### src/rtl/cwb_pkg.sv
package cwb_pkg;

  // ==========================================================
  // Geometry
  localparam int HALVES    = 2;
  localparam int LINE_LSB  = 4;
  localparam int LINE_W    = 32 - LINE_LSB;
  localparam int WORDS     = 4;
  localparam int LANES     = 4;
  localparam int HALF_BITS = WORDS * LANES * 8;
  localparam int HALF_BE   = WORDS * LANES;

  localparam logic [3:0] BE_NONE = 4'h0;
  localparam logic [3:0] BE_WORD = 4'hf;
  localparam logic [1:0] BE_HALF = 2'h3;

  // ==========================================================
  // Types
  typedef enum logic [1:0] {
    CWB_STORE   = 2'b00,
    CWB_LOAD    = 2'b01,
    CWB_BARRIER = 2'b10
  } cwb_kind_t;

  typedef struct packed {
    cwb_kind_t   kind;
    logic        uncached;
    logic [31:0] addr;
    logic [3:0]  be;
    logic [31:0] wdata;
  } cwb_core_req_t;

  typedef struct packed {
    logic        write;
    logic        last;
    logic [31:0] addr;
    logic [3:0]  be;
    logic [31:0] wdata;
  } cwb_bus_req_t;

  typedef enum logic [1:0] {
    DR_IDLE = 2'b00,
    DR_SEND = 2'b01,
    DR_WAIT = 2'b10,
    DR_READ = 2'b11
  } cwb_drain_t;

endpackage

### src/rtl/cwb_port.sv
`timescale 1ns/1ps
module cwb_port (
  input  wire logic                   clk_sys,
  input  wire logic                   reset,
  input  wire logic                   merge_full,
  input  wire logic                   aligned_lane_mode,
  input  wire logic                   core_req_valid,
  input  wire cwb_pkg::cwb_core_req_t core_req,
  output logic                        core_ack,
  output logic                        core_stall,
  output logic [31:0]                 core_rdata,
  output logic                        bus_valid,
  output cwb_pkg::cwb_bus_req_t       bus_req,
  input  wire logic                   bus_ready,
  input  wire logic                   bus_write_done,
  input  wire logic                   bus_read_done,
  input  wire logic [31:0]            bus_rdata
);

  // ==========================================================
  // Helpers

  // Naturally aligned byte, halfword or word.
  function automatic logic legal_be(input logic [3:0] be);
    case (be)
      4'h1, 4'h2, 4'h4, 4'h8, 4'h3, 4'hc, 4'hf: legal_be = 1'b1;
      default: legal_be = 1'b0;
    endcase
  endfunction

  function automatic logic tri_be(input logic [3:0] be);
    tri_be = (be == 4'h7) || (be == 4'he);
  endfunction

  // Lowest word of the line that still has bytes to send.
  function automatic logic [1:0] first_word(input logic [15:0] be);
    first_word = 2'h0;
    for (int w = cwb_pkg::WORDS - 1; w >= 0; w--) begin
      if (be[w*4 +: 4] != cwb_pkg::BE_NONE) begin
        first_word = 2'(w);
      end
    end
  endfunction

  // ==========================================================
  // Mode straps

  // Straps are pins, so they pass two flip-flops before use.
  logic [1:0] mf_sync_r;
  logic [1:0] al_sync_r;
  logic       merge_full_r;
  logic       aligned_r;

  always_ff @(posedge clk_sys) begin
    if (reset) begin
      mf_sync_r <= 2'b00;
      al_sync_r <= 2'b00;
    end else begin
      mf_sync_r <= {mf_sync_r[0], merge_full};
      al_sync_r <= {al_sync_r[0], aligned_lane_mode};
    end
  end

  assign merge_full_r = mf_sync_r[1];
  assign aligned_r    = al_sync_r[1];

  // ==========================================================
  // State

  logic [127:0]            buf_data_r [cwb_pkg::HALVES];
  logic [127:0]            buf_data_nxt [cwb_pkg::HALVES];
  logic [15:0]             buf_be_r [cwb_pkg::HALVES];
  logic [15:0]             buf_be_nxt [cwb_pkg::HALVES];
  logic [cwb_pkg::LINE_W-1:0] buf_line_r [cwb_pkg::HALVES];
  logic [cwb_pkg::LINE_W-1:0] buf_line_nxt [cwb_pkg::HALVES];
  logic                    coll_sel_r;
  logic                    coll_sel_nxt;
  logic                    coll_valid_r;
  logic                    coll_valid_nxt;
  logic                    coll_unc_r;
  logic                    coll_unc_nxt;
  logic                    rd_pend_r;
  logic                    rd_pend_nxt;
  logic                    core_ack_r;
  logic                    core_ack_nxt;
  logic                    core_stall_r;
  logic                    core_stall_nxt;
  cwb_pkg::cwb_drain_t     dr_r;
  cwb_pkg::cwb_drain_t     dr_nxt;
  logic [15:0]             rem_r;
  logic [15:0]             rem_nxt;
  logic                    bus_valid_r;
  logic                    bus_valid_nxt;
  cwb_pkg::cwb_bus_req_t   bus_req_r;
  cwb_pkg::cwb_bus_req_t   bus_req_nxt;
  logic [31:0]             core_rdata_r;
  logic [31:0]             core_rdata_nxt;
  logic                    rd_done_r;
  logic                    rd_done_nxt;

  // Decode of the pending core request.
  logic [cwb_pkg::LINE_W-1:0] req_line;
  logic [1:0]              req_word;
  logic                    line_hit;
  logic                    word_used;
  logic                    live;
  logic                    need_move;
  logic                    go;
  logic                    move;
  logic                    rd_start;
  logic                    is_store;
  logic                    is_load;

  assign req_line  = core_req.addr[31:cwb_pkg::LINE_LSB];
  assign req_word  = core_req.addr[3:2];
  assign is_store  = core_req.kind == cwb_pkg::CWB_STORE;
  assign is_load   = core_req.kind == cwb_pkg::CWB_LOAD;
  assign line_hit  = coll_valid_r && (buf_line_r[coll_sel_r] == req_line);
  assign word_used = buf_be_r[coll_sel_r][{req_word, 2'b00} +: 4] != cwb_pkg::BE_NONE;
  // A request is live until acked, but not while an uncached read is pending; the ack cycle itself is masked.
  assign live      = core_req_valid && !core_ack_r && !rd_pend_r;

  // Any reason to push the collecting half out before serving.
  always_comb begin
    need_move = 1'b0;
    if (coll_valid_r) begin
      need_move = coll_unc_r || core_req.uncached
               || (core_req.kind == cwb_pkg::CWB_BARRIER)
               || (is_load && line_hit)
               || (is_store && !line_hit)
               || (is_store && !merge_full_r && word_used);
    end
  end

  // The swap only happens once the drain half is free.
  assign move     = coll_valid_r && (dr_r == cwb_pkg::DR_IDLE)
                 && (coll_unc_r || (live && need_move));
  assign go       = live && !need_move;
  assign rd_start = go && is_load && core_req.uncached && (dr_r == cwb_pkg::DR_IDLE);

  // ==========================================================
  // Collecting half and core handshake

  // Stores write lane by lane; newer bytes win, enables accumulate.
  always_comb begin
    buf_data_nxt   = buf_data_r;
    buf_be_nxt     = buf_be_r;
    buf_line_nxt   = buf_line_r;
    coll_sel_nxt   = coll_sel_r;
    coll_valid_nxt = coll_valid_r;
    coll_unc_nxt   = coll_unc_r;
    rd_pend_nxt    = rd_pend_r;
    core_ack_nxt   = 1'b0;
    if (move) begin
      coll_sel_nxt   = !coll_sel_r;
      coll_valid_nxt = 1'b0;
      coll_unc_nxt   = 1'b0;
    end else if (go) begin
      case (core_req.kind)
        cwb_pkg::CWB_STORE: begin
          if (!coll_valid_r) begin
            buf_line_nxt[coll_sel_r] = req_line;
            buf_be_nxt[coll_sel_r]   = '0;
          end
          for (int i = 0; i < cwb_pkg::LANES; i++) begin
            if (core_req.be[i]) begin
              buf_data_nxt[coll_sel_r][{req_word, 5'(i*8)} +: 8] =
                core_req.wdata[i*8 +: 8];
            end
          end
          buf_be_nxt[coll_sel_r][{req_word, 2'b00} +: 4] =
            (coll_valid_r ? buf_be_r[coll_sel_r][{req_word, 2'b00} +: 4] : 4'h0)
            | core_req.be;
          coll_valid_nxt = 1'b1;
          coll_unc_nxt   = core_req.uncached;
          core_ack_nxt   = 1'b1;
        end
        cwb_pkg::CWB_LOAD: begin
          if (!core_req.uncached) begin
            core_ack_nxt = 1'b1;
          end else if (rd_start) begin
            rd_pend_nxt = 1'b1;
          end
        end
        default: begin
          core_ack_nxt = 1'b1;
        end
      endcase
    end
    if (rd_done_r) begin
      rd_pend_nxt  = 1'b0;
      core_ack_nxt = 1'b1;
    end
    core_stall_nxt = core_req_valid && !core_ack_nxt && !core_ack_r;
  end

  // Data is cleared at reset only, so disabled lanes of a partial line can still carry older bytes.
  always_ff @(posedge clk_sys) begin
    if (reset) begin
      for (int h = 0; h < cwb_pkg::HALVES; h++) begin
        buf_data_r[h] <= '0;
        buf_be_r[h]   <= '0;
        buf_line_r[h] <= '0;
      end
      coll_sel_r   <= 1'b0;
      coll_valid_r <= 1'b0;
      coll_unc_r   <= 1'b0;
      rd_pend_r    <= 1'b0;
      core_ack_r   <= 1'b0;
      core_stall_r <= 1'b0;
    end else begin
      buf_data_r   <= buf_data_nxt;
      buf_be_r     <= buf_be_nxt;
      buf_line_r   <= buf_line_nxt;
      coll_sel_r   <= coll_sel_nxt;
      coll_valid_r <= coll_valid_nxt;
      coll_unc_r   <= coll_unc_nxt;
      rd_pend_r    <= rd_pend_nxt;
      core_ack_r   <= core_ack_nxt;
      core_stall_r <= core_stall_nxt;
    end
  end

  // ==========================================================
  // Drain half and bus side

  // Beats peel enable bits off rem_r; in aligned lane mode an illegal word sends its low
  // pair first and the high pair on the next beat.
  always_comb begin
    logic [1:0] w;
    logic [3:0] wb;
    logic [3:0] pb;
    w              = first_word(rem_r);
    wb             = rem_r[{w, 2'b00} +: 4];
    pb             = wb;
    dr_nxt         = dr_r;
    rem_nxt        = rem_r;
    bus_req_nxt    = bus_req_r;
    bus_valid_nxt  = bus_valid_r && !bus_ready;
    core_rdata_nxt = core_rdata_r;
    rd_done_nxt    = 1'b0;
    if (aligned_r && !legal_be(wb)) begin
      pb = {2'b00, wb[1:0] & cwb_pkg::BE_HALF};
    end
    case (dr_r)
      cwb_pkg::DR_IDLE: begin
        if (move) begin
          rem_nxt = buf_be_r[coll_sel_r];
          dr_nxt  = cwb_pkg::DR_SEND;
        end else if (rd_start) begin
          bus_req_nxt.write = 1'b0;
          bus_req_nxt.last  = 1'b1;
          bus_req_nxt.addr  = {core_req.addr[31:2], 2'b00};
          bus_req_nxt.be    = (aligned_r && tri_be(core_req.be))
                              ? cwb_pkg::BE_WORD : core_req.be;
          bus_req_nxt.wdata = '0;
          bus_valid_nxt     = 1'b1;
          dr_nxt            = cwb_pkg::DR_READ;
        end
      end
      cwb_pkg::DR_SEND: begin
        if (!bus_valid_r || bus_ready) begin
          if (rem_r != '0) begin
            rem_nxt[{w, 2'b00} +: 4] = wb & ~pb;
            bus_req_nxt.write = 1'b1;
            bus_req_nxt.addr  = {buf_line_r[!coll_sel_r], w, 2'b00};
            bus_req_nxt.be    = pb;
            bus_req_nxt.wdata = buf_data_r[!coll_sel_r][{w, 5'h00} +: 32];
            bus_req_nxt.last  = rem_nxt == '0;
            bus_valid_nxt     = 1'b1;
          end else begin
            dr_nxt = cwb_pkg::DR_WAIT;
          end
        end
      end
      cwb_pkg::DR_WAIT: begin
        if (bus_write_done) begin
          dr_nxt = cwb_pkg::DR_IDLE;
        end
      end
      cwb_pkg::DR_READ: begin
        if (!bus_valid_r && bus_read_done) begin
          core_rdata_nxt = bus_rdata;
          rd_done_nxt    = 1'b1;
          dr_nxt         = cwb_pkg::DR_IDLE;
        end
      end
      default: begin
        dr_nxt = cwb_pkg::DR_IDLE;
      end
    endcase
  end

  always_ff @(posedge clk_sys) begin
    if (reset) begin
      dr_r         <= cwb_pkg::DR_IDLE;
      rem_r        <= '0;
      bus_valid_r  <= 1'b0;
      bus_req_r    <= '0;
      core_rdata_r <= '0;
      rd_done_r    <= 1'b0;
    end else begin
      dr_r         <= dr_nxt;
      rem_r        <= rem_nxt;
      bus_valid_r  <= bus_valid_nxt;
      bus_req_r    <= bus_req_nxt;
      core_rdata_r <= core_rdata_nxt;
      rd_done_r    <= rd_done_nxt;
    end
  end

  // Outputs come straight from flip-flops.
  assign core_ack   = core_ack_r;
  assign core_stall = core_stall_r;
  assign core_rdata = core_rdata_r;
  assign bus_valid  = bus_valid_r;
  assign bus_req    = bus_req_r;
endmodule

### config.mk
export PLATFORM = sky130hd
export DESIGN_NAME = cwb_port
export DESIGN_NICKNAME = d
export VERILOG_FILES = /design/src/rtl/cwb_pkg.sv /design/src/rtl/cwb_port.sv
export SDC_FILE = /design/constraint.sdc
export NUM_CORES = 1
export LEC_CHECK = 0
export ABC_AREA = 1
export BUFFER_PORTS_ARGS = -buffer_cell sky130_fd_sc_hd__buf_2
export CORE_MARGIN = 4
export CORE_UTILIZATION = 33
export CTS_BUF_LIST = sky130_fd_sc_hd__clkbuf_4 sky130_fd_sc_hd__clkbuf_8
export DETAILED_ROUTE_END_ITERATION = 12
export SYNTH_ARGS = -nofsm -noshare
export SYNTH_HDL_FRONTEND = slang
export SYNTH_SLANG_ARGS = --single-unit
### constraint.sdc
create_clock -name clk_sys -period 4.1 [get_ports clk_sys]
set_input_delay 0.82 -clock clk_sys [delete_from_list [all_inputs] [get_ports clk_sys]]
set_output_delay 0.82 -clock clk_sys [all_outputs]
set_load 0.02 [all_outputs]
==> impl_results.html, run 1 <==
<table>
<tr><th>Metric</th><th>Value</th></tr>
<tr><th colspan="2">Worst setup path</th></tr>
<tr><td>Cell occurring most often along the worst timing path</td><td>sky130_fd_sc_hd__nand2_1</td></tr>
<tr><td>Critical path data required time</td><td>4690 ps</td></tr>
<tr><td>Crit-path slowest cell</td><td>sky130_fd_sc_hd__nor2_2</td></tr>
<tr><td>Number of cell instances on the worst register-to-register path</td><td>18</td></tr>
<tr><td>Data arrival at the endpoint of the critical path</td><td>4350 ps</td></tr>
<tr><td>Worst-path cell chain</td><td>inv_4, buf_4, nand2_1, nand3_1, nand4_1, nor3_1, nand2_1, nor2_1, nand2_1, nand2_1, nand3_1, a21oi_4, buf_4, nand3_4, nor2_2, inv_2, a21oi_1, nor2_1</td></tr>
<tr><td>Family with the most delay on the worst path</td><td>simple AND/OR/NAND/NOR gates</td></tr>
<tr><td>Kind of launch point of the worst setup path</td><td>flip-flop</td></tr>
<tr><td>CP max FO</td><td>16</td></tr>
<tr><td>Number of buffer and inverter instances along the worst setup path</td><td>4</td></tr>
<tr><td>Crit path capture type</td><td>flip-flop</td></tr>
<tr><td>Worst Path Class, Setup</td><td>reg2reg</td></tr>
<tr><td>Cell depth of the worst setup path</td><td>18</td></tr>
<tr><td>Slowest stage delay, CP</td><td>430 ps</td></tr>
<tr><th colspan="2">Clocking</th></tr>
<tr><td>Maximum root-to-sink buffer count</td><td>3</td></tr>
<tr><td>CTS tree</td><td>built</td></tr>
<tr><td>CTS clk-pin slew, worst paths</td><td>60 ps</td></tr>
<tr><td>Clock tree root buffer cell</td><td>sky130_fd_sc_hd__clkbuf_8</td></tr>
<tr><td>Total number of H-tree levels</td><td>3</td></tr>
<tr><td>Number of clock sinks</td><td>474</td></tr>
<tr><td>Number of CTS-inserted buffers</td><td>87</td></tr>
<tr><td>Latest clock arrival within the worst-skew pair</td><td>700 ps</td></tr>
<tr><th colspan="2">Logic synthesis</th></tr>
<tr><td>Top_reg_cell synth</td><td>sky130_fd_sc_hd__dfxtp_1</td></tr>
<tr><td>Commonest cells in the synthesized netlist</td><td>sky130_fd_sc_hd__nor2_1 (785), sky130_fd_sc_hd__nand2_1 (693), sky130_fd_sc_hd__dfxtp_1 (474), sky130_fd_sc_hd__o21ai_0 (382), sky130_fd_sc_hd__a21oi_1 (259)</td></tr>
<tr><td>Yosys warning total</td><td>0</td></tr>
<tr><td>Most repeated cell in the gate-level netlist after synthesis</td><td>sky130_fd_sc_hd__nor2_1</td></tr>
<tr><td>Mapped Cells</td><td>approximately 3500</td></tr>
<tr><td>EDFF count, synth</td><td>0</td></tr>
<tr><td>Distinct cell type count of the synthesized netlist</td><td>between 40 and 50</td></tr>
<tr><td>Library cell occupying the most area in the post-synthesis netlist</td><td>sky130_fd_sc_hd__dfxtp_1</td></tr>
<tr><td>Proportion of synthesized chip area in sequential cells</td><td>41.2%</td></tr>
<tr><td>Synthesis-stage register bit count</td><td>between 400 and 500</td></tr>
<tr><td>Average cell area after synthesis</td><td>6.56 um^2</td></tr>
<tr><td>Post-Synthesis Cell Area</td><td>23000 um^2</td></tr>
<tr><td>Async set or reset register ratio after synthesis</td><td>0%</td></tr>
<tr><td>Synth top area cells</td><td>sky130_fd_sc_hd__dfxtp_1 (41%), sky130_fd_sc_hd__nor2_1 (13%), sky130_fd_sc_hd__nand2_1 (11%)</td></tr>
<tr><td>Share of Yosys cell area claimed by the top area cell type</td><td>between 40% and 50%</td></tr>
<tr><th colspan="2">Global route</th></tr>
<tr><td>Combined global-route utilization of all metal layers</td><td>19.5%</td></tr>
<tr><td>Wire length of the first global-routing pass</td><td>118000 um</td></tr>
<tr><td>Met2 Resource Use GR</td><td>31.1%</td></tr>
<tr><td>Pin count of the biggest net entering global routing</td><td>136</td></tr>
<tr><td>Most congested layer reported by global routing</td><td>met2</td></tr>
<tr><td>GR Util met1</td><td>26.6%</td></tr>
<tr><td>Vias in the first global route</td><td>about 21000</td></tr>
<tr><td>Antenna violations before repair</td><td>7</td></tr>
<tr><td>Global routing met3 resource utilization</td><td>under 10%</td></tr>
<tr><td>Global route overflow</td><td>0</td></tr>
<tr><th colspan="2">Flow run</th></tr>
<tr><td># Max-Cap Violations</td><td>0</td></tr>
<tr><th colspan="2">Layout</th></tr>
<tr><td>Area added between synthesis and finish</td><td>16.9%</td></tr>
<tr><td>Layout cell share with drive strength beyond 1</td><td>between 10% and 20%</td></tr>
<tr><td>Net count of the finished layout</td><td>3775</td></tr>
<tr><th colspan="2">Routing</th></tr>
<tr><td>DRC Markers</td><td>0</td></tr>
<tr><td>Post-DR vias/cell</td><td>4.99</td></tr>
<tr><td>Residual antenna-violating net count after detailed routing</td><td>0</td></tr>
<tr><td>Wire per inst</td><td>about 16 um</td></tr>
<tr><td>Violation count after the first detailed-route iteration</td><td>2053</td></tr>
<tr><td>Vias</td><td>roughly 23000</td></tr>
<tr><td>Routed wire length</td><td>roughly 75000 um</td></tr>
<tr><td>Number of iterations in the first detailed-routing pass</td><td>6</td></tr>
<tr><th colspan="2">Pwr</th></tr>
<tr><td>Switching portion of total power</td><td>40.2%</td></tr>
<tr><td>Power density over cell area</td><td>573 nW/um^2</td></tr>
<tr><td>Leak pwr</td><td>11.2 nW</td></tr>
<tr><td>Part of the total power dissipated in combinational logic</td><td>36.6%</td></tr>
<tr><td>Sequential power share</td><td>31.9%</td></tr>
<tr><td>Overall power</td><td>0.0154 W</td></tr>
<tr><td>Clock power frac</td><td>31.5%</td></tr>
<tr><td>VDD IR-drop max</td><td>0.737 mV</td></tr>
<tr><td>Internal</td><td>0.00922 W</td></tr>
<tr><td>Power spent charging and discharging nets</td><td>a little over 0.006 W</td></tr>
<tr><th colspan="2">STA</th></tr>
<tr><td>Slew at the pin closest to its max-slew limit</td><td>1040 ps</td></tr>
<tr><td>Fmax achieved</td><td>~0.27 GHz</td></tr>
<tr><td>Setup total negative slack</td><td>0 ps</td></tr>
<tr><td>Fin. max-slew vios</td><td>0</td></tr>
<tr><td>Final number of setup-violating endpoints</td><td>0</td></tr>
<tr><td>Setup clock skew after layout</td><td>39.0 ps</td></tr>
<tr><td>Number of hold violations in the final report</td><td>0</td></tr>
<tr><td>Relative slew slack</td><td>between 30% and 40%</td></tr>
<tr><td>Setup repair after global routing missed its margin</td><td>no</td></tr>
<tr><td>Shortest period the worst path allows</td><td>3760 ps</td></tr>
<tr><td>Final Cycle Share</td><td>roughly nine tenths</td></tr>
<tr><td>Worst slack on hold paths</td><td>356 ps</td></tr>
<tr><th colspan="2">Placed design</th></tr>
<tr><td>Input/output buffers</td><td>211</td></tr>
<tr><td>HPWL reported at the end of detailed placement</td><td>48600 um</td></tr>
<tr><td>Gpl congestion</td><td>~0.91</td></tr>
<tr><th colspan="2">Die</th></tr>
<tr><td>Chip height</td><td>272 um</td></tr>
<tr><td>Number of core rows</td><td>96</td></tr>
<tr><td>Area enclosed by the die boundary</td><td>approximately 74000 um^2</td></tr>
<tr><td>Starting utilization of the core area</td><td>about a third</td></tr>
<tr><td>I/O pin count</td><td>about 220</td></tr>
<tr><td>Core region area</td><td>roughly 69000 um^2</td></tr>
<tr><td>Die Span X</td><td>272 um</td></tr>
<tr><th colspan="2">Outcome</th></tr>
<tr><td>Status</td><td>finished clean</td></tr>
<tr><th colspan="2">Hold path</th></tr>
<tr><td>Tightest Hold Check Type</td><td>in2reg</td></tr>
<tr><td>Number of instances on the worst hold path</td><td>3</td></tr>
</table>
## worst paths after layout
check	startpoint	endpoint	slack (ps)
setup / recovery	coll_sel_r	buf_data_r[131]	340
hold / removal	merge_full	mf_sync_r[0]	360
setup reg to reg	coll_sel_r	buf_data_r[131]	340
hold reg to reg	mf_sync_r[0]	mf_sync_r[1]	410
## routing by layer
metal	part of all wire (%)	vias to the layer above
met5	0.017	-
met4	2.6	2
met3	5.6	136
met2	46	617
met1	46	10700
li1	-	11800
## stage by stage
stage	util (%)	area, um^2	std cells	setup slack [ps]
3_5_place_dp	36.3	25000	4496	72.9
3_3_place_gp	36.3	25000	4496	123
4_1_cts	39.0	26900	4651	169
5_1_grt	39.1	26900	4656	9.70
2_1_floorplan	-	23000	3515	410
6_report	39.1	26900	4657	336
## area by class of cell
class,instances,area (um^2)
diodes,6,15.0
well taps,931,1160
repair buffers,292,1780
clock inverters,17,178
clock buffers,138,1690
flip-flops and latches,474,9490
multi-input cells,2605,11900
inverters,194,739
fillers,7515,42000
## power by group through the flow
stage / Sequential (W) / Combinational [W] / Clock [W]
2_1_floorplan: 0.00514 / 0.00363 / 0
3_3_place_gp: 0.00501 / 0.00564 / 0
3_5_place_dp: 0.00502 / 0.00561 / 0
4_1_cts: 0.00492 / 0.00564 / 0.00499
5_1_grt: 0.00494 / 0.00620 / 0.00520
6_report: 0.00492 / 0.00565 / 0.00486
## placed cells by master, fill, tap and decap left out, drive strengths merged, types with 10 or more instances in the layout
| master | Yosys | routed |
|---|---|---|
| o22ai | 12 | 12 |
| nand4 | 43 | 43 |
| buf | 75 | 292 |
| nand3 | 165 | 165 |
| a21oi | 260 | 260 |
| o21ai | 396 | 396 |
| xor2 | 12 | 12 |
| o221ai | 24 | 24 |
| o211ai | 15 | 15 |
| nor2 | 798 | 798 |
| dfxtp | 474 | 474 |
| o31a | 22 | 22 |
| nor3 | 89 | 89 |
| nand2 | 693 | 693 |
| ha | 10 | 10 |
| inv | 190 | 194 |
| nor4 | 11 | 11 |
| clkinv | 4 | 15 |
| clkbuf | 167 | 138 |
## worst min-delay path: stages
cell and delay (ps):
sky130_fd_sc_hd__buf_2 80, sky130_fd_sc_hd__inv_1 30, sky130_fd_sc_hd__nor2_1 70
## registers in the layout (all words and copies together) (netlist names)
register,flops
coll_valid_r,1
bus_req,68
bus_valid,1
core_ack,1
rd_pend_r,1
rem_r,16
core_rdata,32
buf_line_r,56
coll_unc_r,1
al_sync_r,2
core_stall,1
buf_be_r,32
buf_data_r,256
dr_r,2
coll_sel_r,1
mf_sync_r,2
rd_done_r,1
## cell families (layout without fill, tap and decap cells)
kind of cell | Yosys count | in the layout | synth area share (%)
simple gates | 1817 | 1817 | 32.2
xor+xnor | 14 | 14 | 0.532
other cells | 1 | 8 | 0.0163
compound gates | 762 | 762 | 17.9
flops | 474 | 474 | 41.2
buf+inv | 436 | 641 | 7.55
fa+ha+maj | 10 | 10 | 0.543
## repair_timing
item	4_1_cts	5_1_grt
hold buffers	0	0
setup buffers	0	0
setup endpoints to repair	0	15
endpoints found under the hold margin	0	0
gates resized for setup	0	2
(Power assumes the default switching activity.)
==> inputs of run 2 (changes only) <==
--- a/config.mk
+++ b/config.mk
@@ -5,12 +5,12 @@
 export SDC_FILE = /design/constraint.sdc
 export NUM_CORES = 1
 export LEC_CHECK = 0
-export ABC_AREA = 1
 export BUFFER_PORTS_ARGS = -buffer_cell sky130_fd_sc_hd__buf_2
 export CORE_MARGIN = 4
 export CORE_UTILIZATION = 33
 export CTS_BUF_LIST = sky130_fd_sc_hd__clkbuf_4 sky130_fd_sc_hd__clkbuf_8
 export DETAILED_ROUTE_END_ITERATION = 12
+export PLACE_DENSITY = 0.6
 export SYNTH_ARGS = -nofsm -noshare
 export SYNTH_HDL_FRONTEND = slang
 export SYNTH_SLANG_ARGS = --single-unit
==> run 2 against run 1 <==
  * Sequential cell count is the same
  * Global-route usage shrank 2.0 points
  * Sequential power shrank 5.1%
  * First-iteration DRC count shrank 37%
  * Clock skew shrank 5.4 ps
  * Worst setup slack gained 1.8 ps
  * Largest power group is now the clock network
  * Wire length shrank 9.2%
  * Largest cell class unchanged
  * Fmax is essentially flat
==> impl_results.html, run 2 <==
<table>
<tr><th>Metric</th><th>Value</th></tr>
<tr><th colspan="2">Logic synthesis</th></tr>
<tr><td>Share of Yosys cell area claimed by the top area cell type</td><td>40.5% (-0.71 points)</td></tr>
<tr><td>Commonest cells in the synthesized netlist</td><td>sky130_fd_sc_hd__dfxtp_1 (474), sky130_fd_sc_hd__mux2i_1 (396), sky130_fd_sc_hd__nand2_1 (364), sky130_fd_sc_hd__nand2b_1 (268), sky130_fd_sc_hd__nor2_1 (136)</td></tr>
<tr><td>Synthesis-stage register bit count</td><td>474 (unchanged)</td></tr>
<tr><td>Post-Synthesis Cell Area</td><td>23400 um^2 (+1.8%)</td></tr>
<tr><td>Async set or reset register ratio after synthesis</td><td>0% (unchanged)</td></tr>
<tr><td>Distinct cell type count of the synthesized netlist</td><td>73 (+70%)</td></tr>
<tr><td>Average cell area after synthesis</td><td>9.65 um^2 (+47%)</td></tr>
<tr><td>EDFF count, synth</td><td>0 (unchanged)</td></tr>
<tr><td>Yosys warning total</td><td>0 (unchanged)</td></tr>
<tr><td>Top_reg_cell synth</td><td>sky130_fd_sc_hd__dfxtp_1</td></tr>
<tr><td>Most repeated cell in the gate-level netlist after synthesis</td><td>sky130_fd_sc_hd__dfxtp_1</td></tr>
<tr><td>Mapped Cells</td><td>2429 (-31%)</td></tr>
<tr><td>Proportion of synthesized chip area in sequential cells</td><td>40.5% (-0.71 points)</td></tr>
<tr><td>Synth top area cells</td><td>sky130_fd_sc_hd__dfxtp_1 (40%), sky130_fd_sc_hd__mux2i_1 (17%), sky130_fd_sc_hd__nand2b_1 (7.2%)</td></tr>
<tr><td>Library cell occupying the most area in the post-synthesis netlist</td><td>sky130_fd_sc_hd__dfxtp_1</td></tr>
<tr><th colspan="2">Clocking</th></tr>
<tr><td>CTS tree</td><td>built</td></tr>
<tr><td>Number of clock sinks</td><td>474 (unchanged)</td></tr>
<tr><td>Total number of H-tree levels</td><td>3 (unchanged)</td></tr>
<tr><td>Maximum root-to-sink buffer count</td><td>3 (unchanged)</td></tr>
<tr><td>Clock tree root buffer cell</td><td>sky130_fd_sc_hd__clkbuf_8</td></tr>
<tr><td>CTS clk-pin slew, worst paths</td><td>60 ps (about the same)</td></tr>
<tr><td>Latest clock arrival within the worst-skew pair</td><td>670 ps (-30 ps)</td></tr>
<tr><td>Number of setup buffers added after CTS</td><td>0 (unchanged)</td></tr>
<tr><td>Number of CTS-inserted buffers</td><td>85 (-2.3%)</td></tr>
<tr><th colspan="2">Placed design</th></tr>
<tr><td>Gpl congestion</td><td>0.851 (-6.2%)</td></tr>
<tr><td>Placed instance area</td><td>25800 um^2 (+3.2%)</td></tr>
<tr><td>Input/output buffers</td><td>211 (unchanged)</td></tr>
<tr><td>HPWL reported at the end of detailed placement</td><td>45100 um (-7.3%)</td></tr>
<tr><th colspan="2">Worst setup path</th></tr>
<tr><td>Number of cell instances on the worst register-to-register path</td><td>12 (-6)</td></tr>
<tr><td>Worst R2R Setup Slack</td><td>340 ps (about the same)</td></tr>
<tr><td>Reg-to-Reg Start</td><td>coll_sel_r</td></tr>
<tr><td>Worst Path Class, Setup</td><td>reg2reg</td></tr>
<tr><td>CP max FO</td><td>30 (+14)</td></tr>
<tr><td>Kind of launch point of the worst setup path</td><td>flip-flop</td></tr>
<tr><td>Critical path data required time</td><td>4680 ps (about the same)</td></tr>
<tr><td>Data arrival at the endpoint of the critical path</td><td>4340 ps (about the same)</td></tr>
<tr><td>Reg2reg end</td><td>buf_data_r[214]</td></tr>
<tr><td>Crit path capture type</td><td>flip-flop</td></tr>
<tr><th colspan="2">Die</th></tr>
<tr><td>Area enclosed by the die boundary</td><td>75400 um^2 (+1.7%)</td></tr>
<tr><td>Number of core rows</td><td>97 (+1.0%)</td></tr>
<tr><td>Chip height</td><td>275 um (+0.85%)</td></tr>
<tr><td>I/O pin count</td><td>216 (unchanged)</td></tr>
<tr><td>Die Span X</td><td>275 um (+0.85%)</td></tr>
<tr><td>Starting utilization of the core area</td><td>33.4% (-0.053 points)</td></tr>
<tr><td>Core region area</td><td>70300 um^2 (+1.9%)</td></tr>
<tr><th colspan="2">STA</th></tr>
<tr><td>Slew at the pin closest to its max-slew limit</td><td>1190 ps (+145 ps)</td></tr>
<tr><td>Setup total negative slack</td><td>0 ps (unchanged)</td></tr>
<tr><td>Final number of setup-violating endpoints</td><td>0 (unchanged)</td></tr>
<tr><td>Shortest period the worst path allows</td><td>3760 ps (-1.84 ps)</td></tr>
<tr><td>Setup repair after global routing missed its margin</td><td>no</td></tr>
<tr><td>Relative slew slack</td><td>20.8% (-9.6 points)</td></tr>
<tr><td>Fmax achieved</td><td>0.266 GHz (about the same)</td></tr>
<tr><td>Number of hold violations in the final report</td><td>0 (unchanged)</td></tr>
<tr><td>Setup clock skew after layout</td><td>33.6 ps (-5.39 ps)</td></tr>
<tr><td>Fin. max-slew vios</td><td>0 (unchanged)</td></tr>
<tr><td>Final Cycle Share</td><td>91.8% (about the same)</td></tr>
<tr><th colspan="2">Global route</th></tr>
<tr><td>Pin count of the biggest net entering global routing</td><td>190 (+40%)</td></tr>
<tr><td>Antenna violations before repair</td><td>14 (+7)</td></tr>
<tr><td>Wire length of the first global-routing pass</td><td>106000 um (-10%)</td></tr>
<tr><td>Vias in the first global route</td><td>19400 (-8.4%)</td></tr>
<tr><td>Global route overflow</td><td>0 (unchanged)</td></tr>
<tr><td>Combined global-route utilization of all metal layers</td><td>17.6% (-2.0 points)</td></tr>
<tr><th colspan="2">Layout</th></tr>
<tr><td>Cell area after layout</td><td>27700 um^2 (+2.9%)</td></tr>
<tr><td>Most common cell after layout, fill and taps aside</td><td>sky130_fd_sc_hd__dfxtp_1</td></tr>
<tr><td>Layout cell share with drive strength beyond 1</td><td>21.1% (+8.1 points)</td></tr>
<tr><td>Net count of the finished layout</td><td>2748 (-27%)</td></tr>
<tr><td>Most frequent cells in the layout</td><td>sky130_fd_sc_hd__dfxtp_1 (473), sky130_fd_sc_hd__mux2i_1 (396), sky130_fd_sc_hd__nand2_1 (364)</td></tr>
<tr><td>Register name with the most flops</td><td>buf_data_r</td></tr>
<tr><td>Area added between synthesis and finish</td><td>18.2%</td></tr>
<tr><td>Max reg flops</td><td>256 (unchanged)</td></tr>
<tr><td>Filler cell count</td><td>6835 (-9.0%)</td></tr>
<tr><th colspan="2">Flow run</th></tr>
<tr><td># Max-Cap Violations</td><td>0 (unchanged)</td></tr>
<tr><th colspan="2">Routing</th></tr>
<tr><td>DRC Markers</td><td>0 (unchanged)</td></tr>
<tr><td>Residual antenna-violating net count after detailed routing</td><td>0 (unchanged)</td></tr>
<tr><td>Routed wire length</td><td>68200 um (-9.2%)</td></tr>
<tr><td>Post-DR vias/cell</td><td>5.13 (+2.7%)</td></tr>
<tr><td>Number of iterations in the first detailed-routing pass</td><td>5 (-1)</td></tr>
<tr><td>Violation count after the first detailed-route iteration</td><td>1289 (-37%)</td></tr>
<tr><td>Vias</td><td>18700 (-20%)</td></tr>
<tr><td>Wire per inst</td><td>18.7 um (+16%)</td></tr>
<tr><th colspan="2">Pwr</th></tr>
<tr><td>Leak pwr</td><td>10.5 nW (-6.6%)</td></tr>
<tr><td>VDD IR-drop max</td><td>0.210 mV (-71%)</td></tr>
<tr><td>Power density over cell area</td><td>368 nW/um^2 (-36%)</td></tr>
<tr><th colspan="2">Hold path</th></tr>
<tr><td>Startpoint of the tightest hold check path</td><td>aligned_lane_mode</td></tr>
<tr><td>Tightest Hold Check Type</td><td>in2reg</td></tr>
<tr><td>Number of instances on the worst hold path</td><td>2 (-1)</td></tr>
<tr><td>Terminating pin of the worst hold path</td><td>al_sync_r[0]</td></tr>
<tr><th colspan="2">Outcome</th></tr>
<tr><td>Status</td><td>finished clean</td></tr>
</table>
run 2: changes by cell type after synthesis, moves of 72 or more:
cell,delta
sky130_fd_sc_hd__a21oi_1,-153
sky130_fd_sc_hd__inv_1,-177
sky130_fd_sc_hd__mux2i_1,+396
sky130_fd_sc_hd__mux4_2,+72
sky130_fd_sc_hd__nand2_1,-329
sky130_fd_sc_hd__nand2b_1,+268
sky130_fd_sc_hd__nand3_1,-138
sky130_fd_sc_hd__nor2_1,-649
sky130_fd_sc_hd__o21ai_0,-370
run 2: kinds of logic after synthesis:
family / count (synthesis) / share of synthesized area, %
XOR/XNOR: 28 / 1.05
AO/OA/AOI/OAI: 263 / 8.15
AND/OR/NAND/NOR: 968 / 20.6
adder cells (fa/ha/maj): 10 / 0.534
other: 1 / 0.0160
multiplexers: 485 / 24.6
flip-flops: 474 / 40.5
buffers and inverters: 200 / 4.48
run 2: power breakdown:
group,internal (W),switching [W],total (W)
Clock,0.00276,0.00209,0.00485
Combinational,0.000265,0.000427,0.000692
Sequential,0.00464,0.0000302,0.00467
run 2: worst max-delay path by stage:
stage,from,end,slack (ps),depth (start not counted)
global placement,core_req[39],buf_data_r[176],60,13
global route,coll_sel_r,rem_r[0],90,9
detailed placement,core_req[39],buf_data_r[214],2,13
finish,coll_sel_r,buf_data_r[214],340,12
floorplan,rem_r[8],rem_r[15],240,13
CTS,coll_sel_r,rem_r[0],130,9
run 2: through the flow:
stage          util (%)  hold slack [ps]  instances  total power [W]  setup WS (ps)
3_5_place_dp       36.8              410       3480          0.00546           1.83
2_1_floorplan         -              398       2430          0.00519            242
6_report           39.4              364       3639           0.0102            338
4_1_cts            39.4              274       3631           0.0103            126
5_1_grt            39.4              315       3633           0.0106           90.8
3_3_place_gp       36.8              408       3480          0.00544           63.4
run 2: routing by layer:
metal / GRT usage, % / up-vias / part of all wire [%]
li1: - / 8867 / -
met1: 21.7 / 9086 / 43
met2: 29.6 / 553 / 47
met3: 4.74 / 152 / 7.0
met4: 6.04 / 10 / 2.8
met5: 0 / - / 0.12
run 2: layout make-up:
cell class	count	area [um^2]	share of cell area [%]
Tap cell	940	1180	4.24
Clock inverter	24	253	0.912
Sequential cell	474	9490	34.2
Timing Repair Buffer	298	2160	7.78
Inverter	12	45.0	0.163
Antenna cell	8	20.0	0.0722
Multi-Input combinational cell	1756	13000	46.8
Clock buffer	127	1600	5.79
run 2: repair_timing:
item                       CTS  global route
hold buffers                 0             0
setup endpoints to repair    0             9
resized for setup            0             1
run 2: critical path: stages, from the launching register on:
cell                       delay [ps]
sky130_fd_sc_hd__dfxtp_4          660
sky130_fd_sc_hd__buf_4            320
sky130_fd_sc_hd__mux4_2           350
sky130_fd_sc_hd__mux2_2           300
sky130_fd_sc_hd__nor4_2           270
sky130_fd_sc_hd__buf_4            160
sky130_fd_sc_hd__o311ai_1         100
sky130_fd_sc_hd__or3_1            440
sky130_fd_sc_hd__a31oi_4          220
sky130_fd_sc_hd__buf_12           190
sky130_fd_sc_hd__and3_1           260
sky130_fd_sc_hd__buf_12           170
sky130_fd_sc_hd__mux2i_1          200
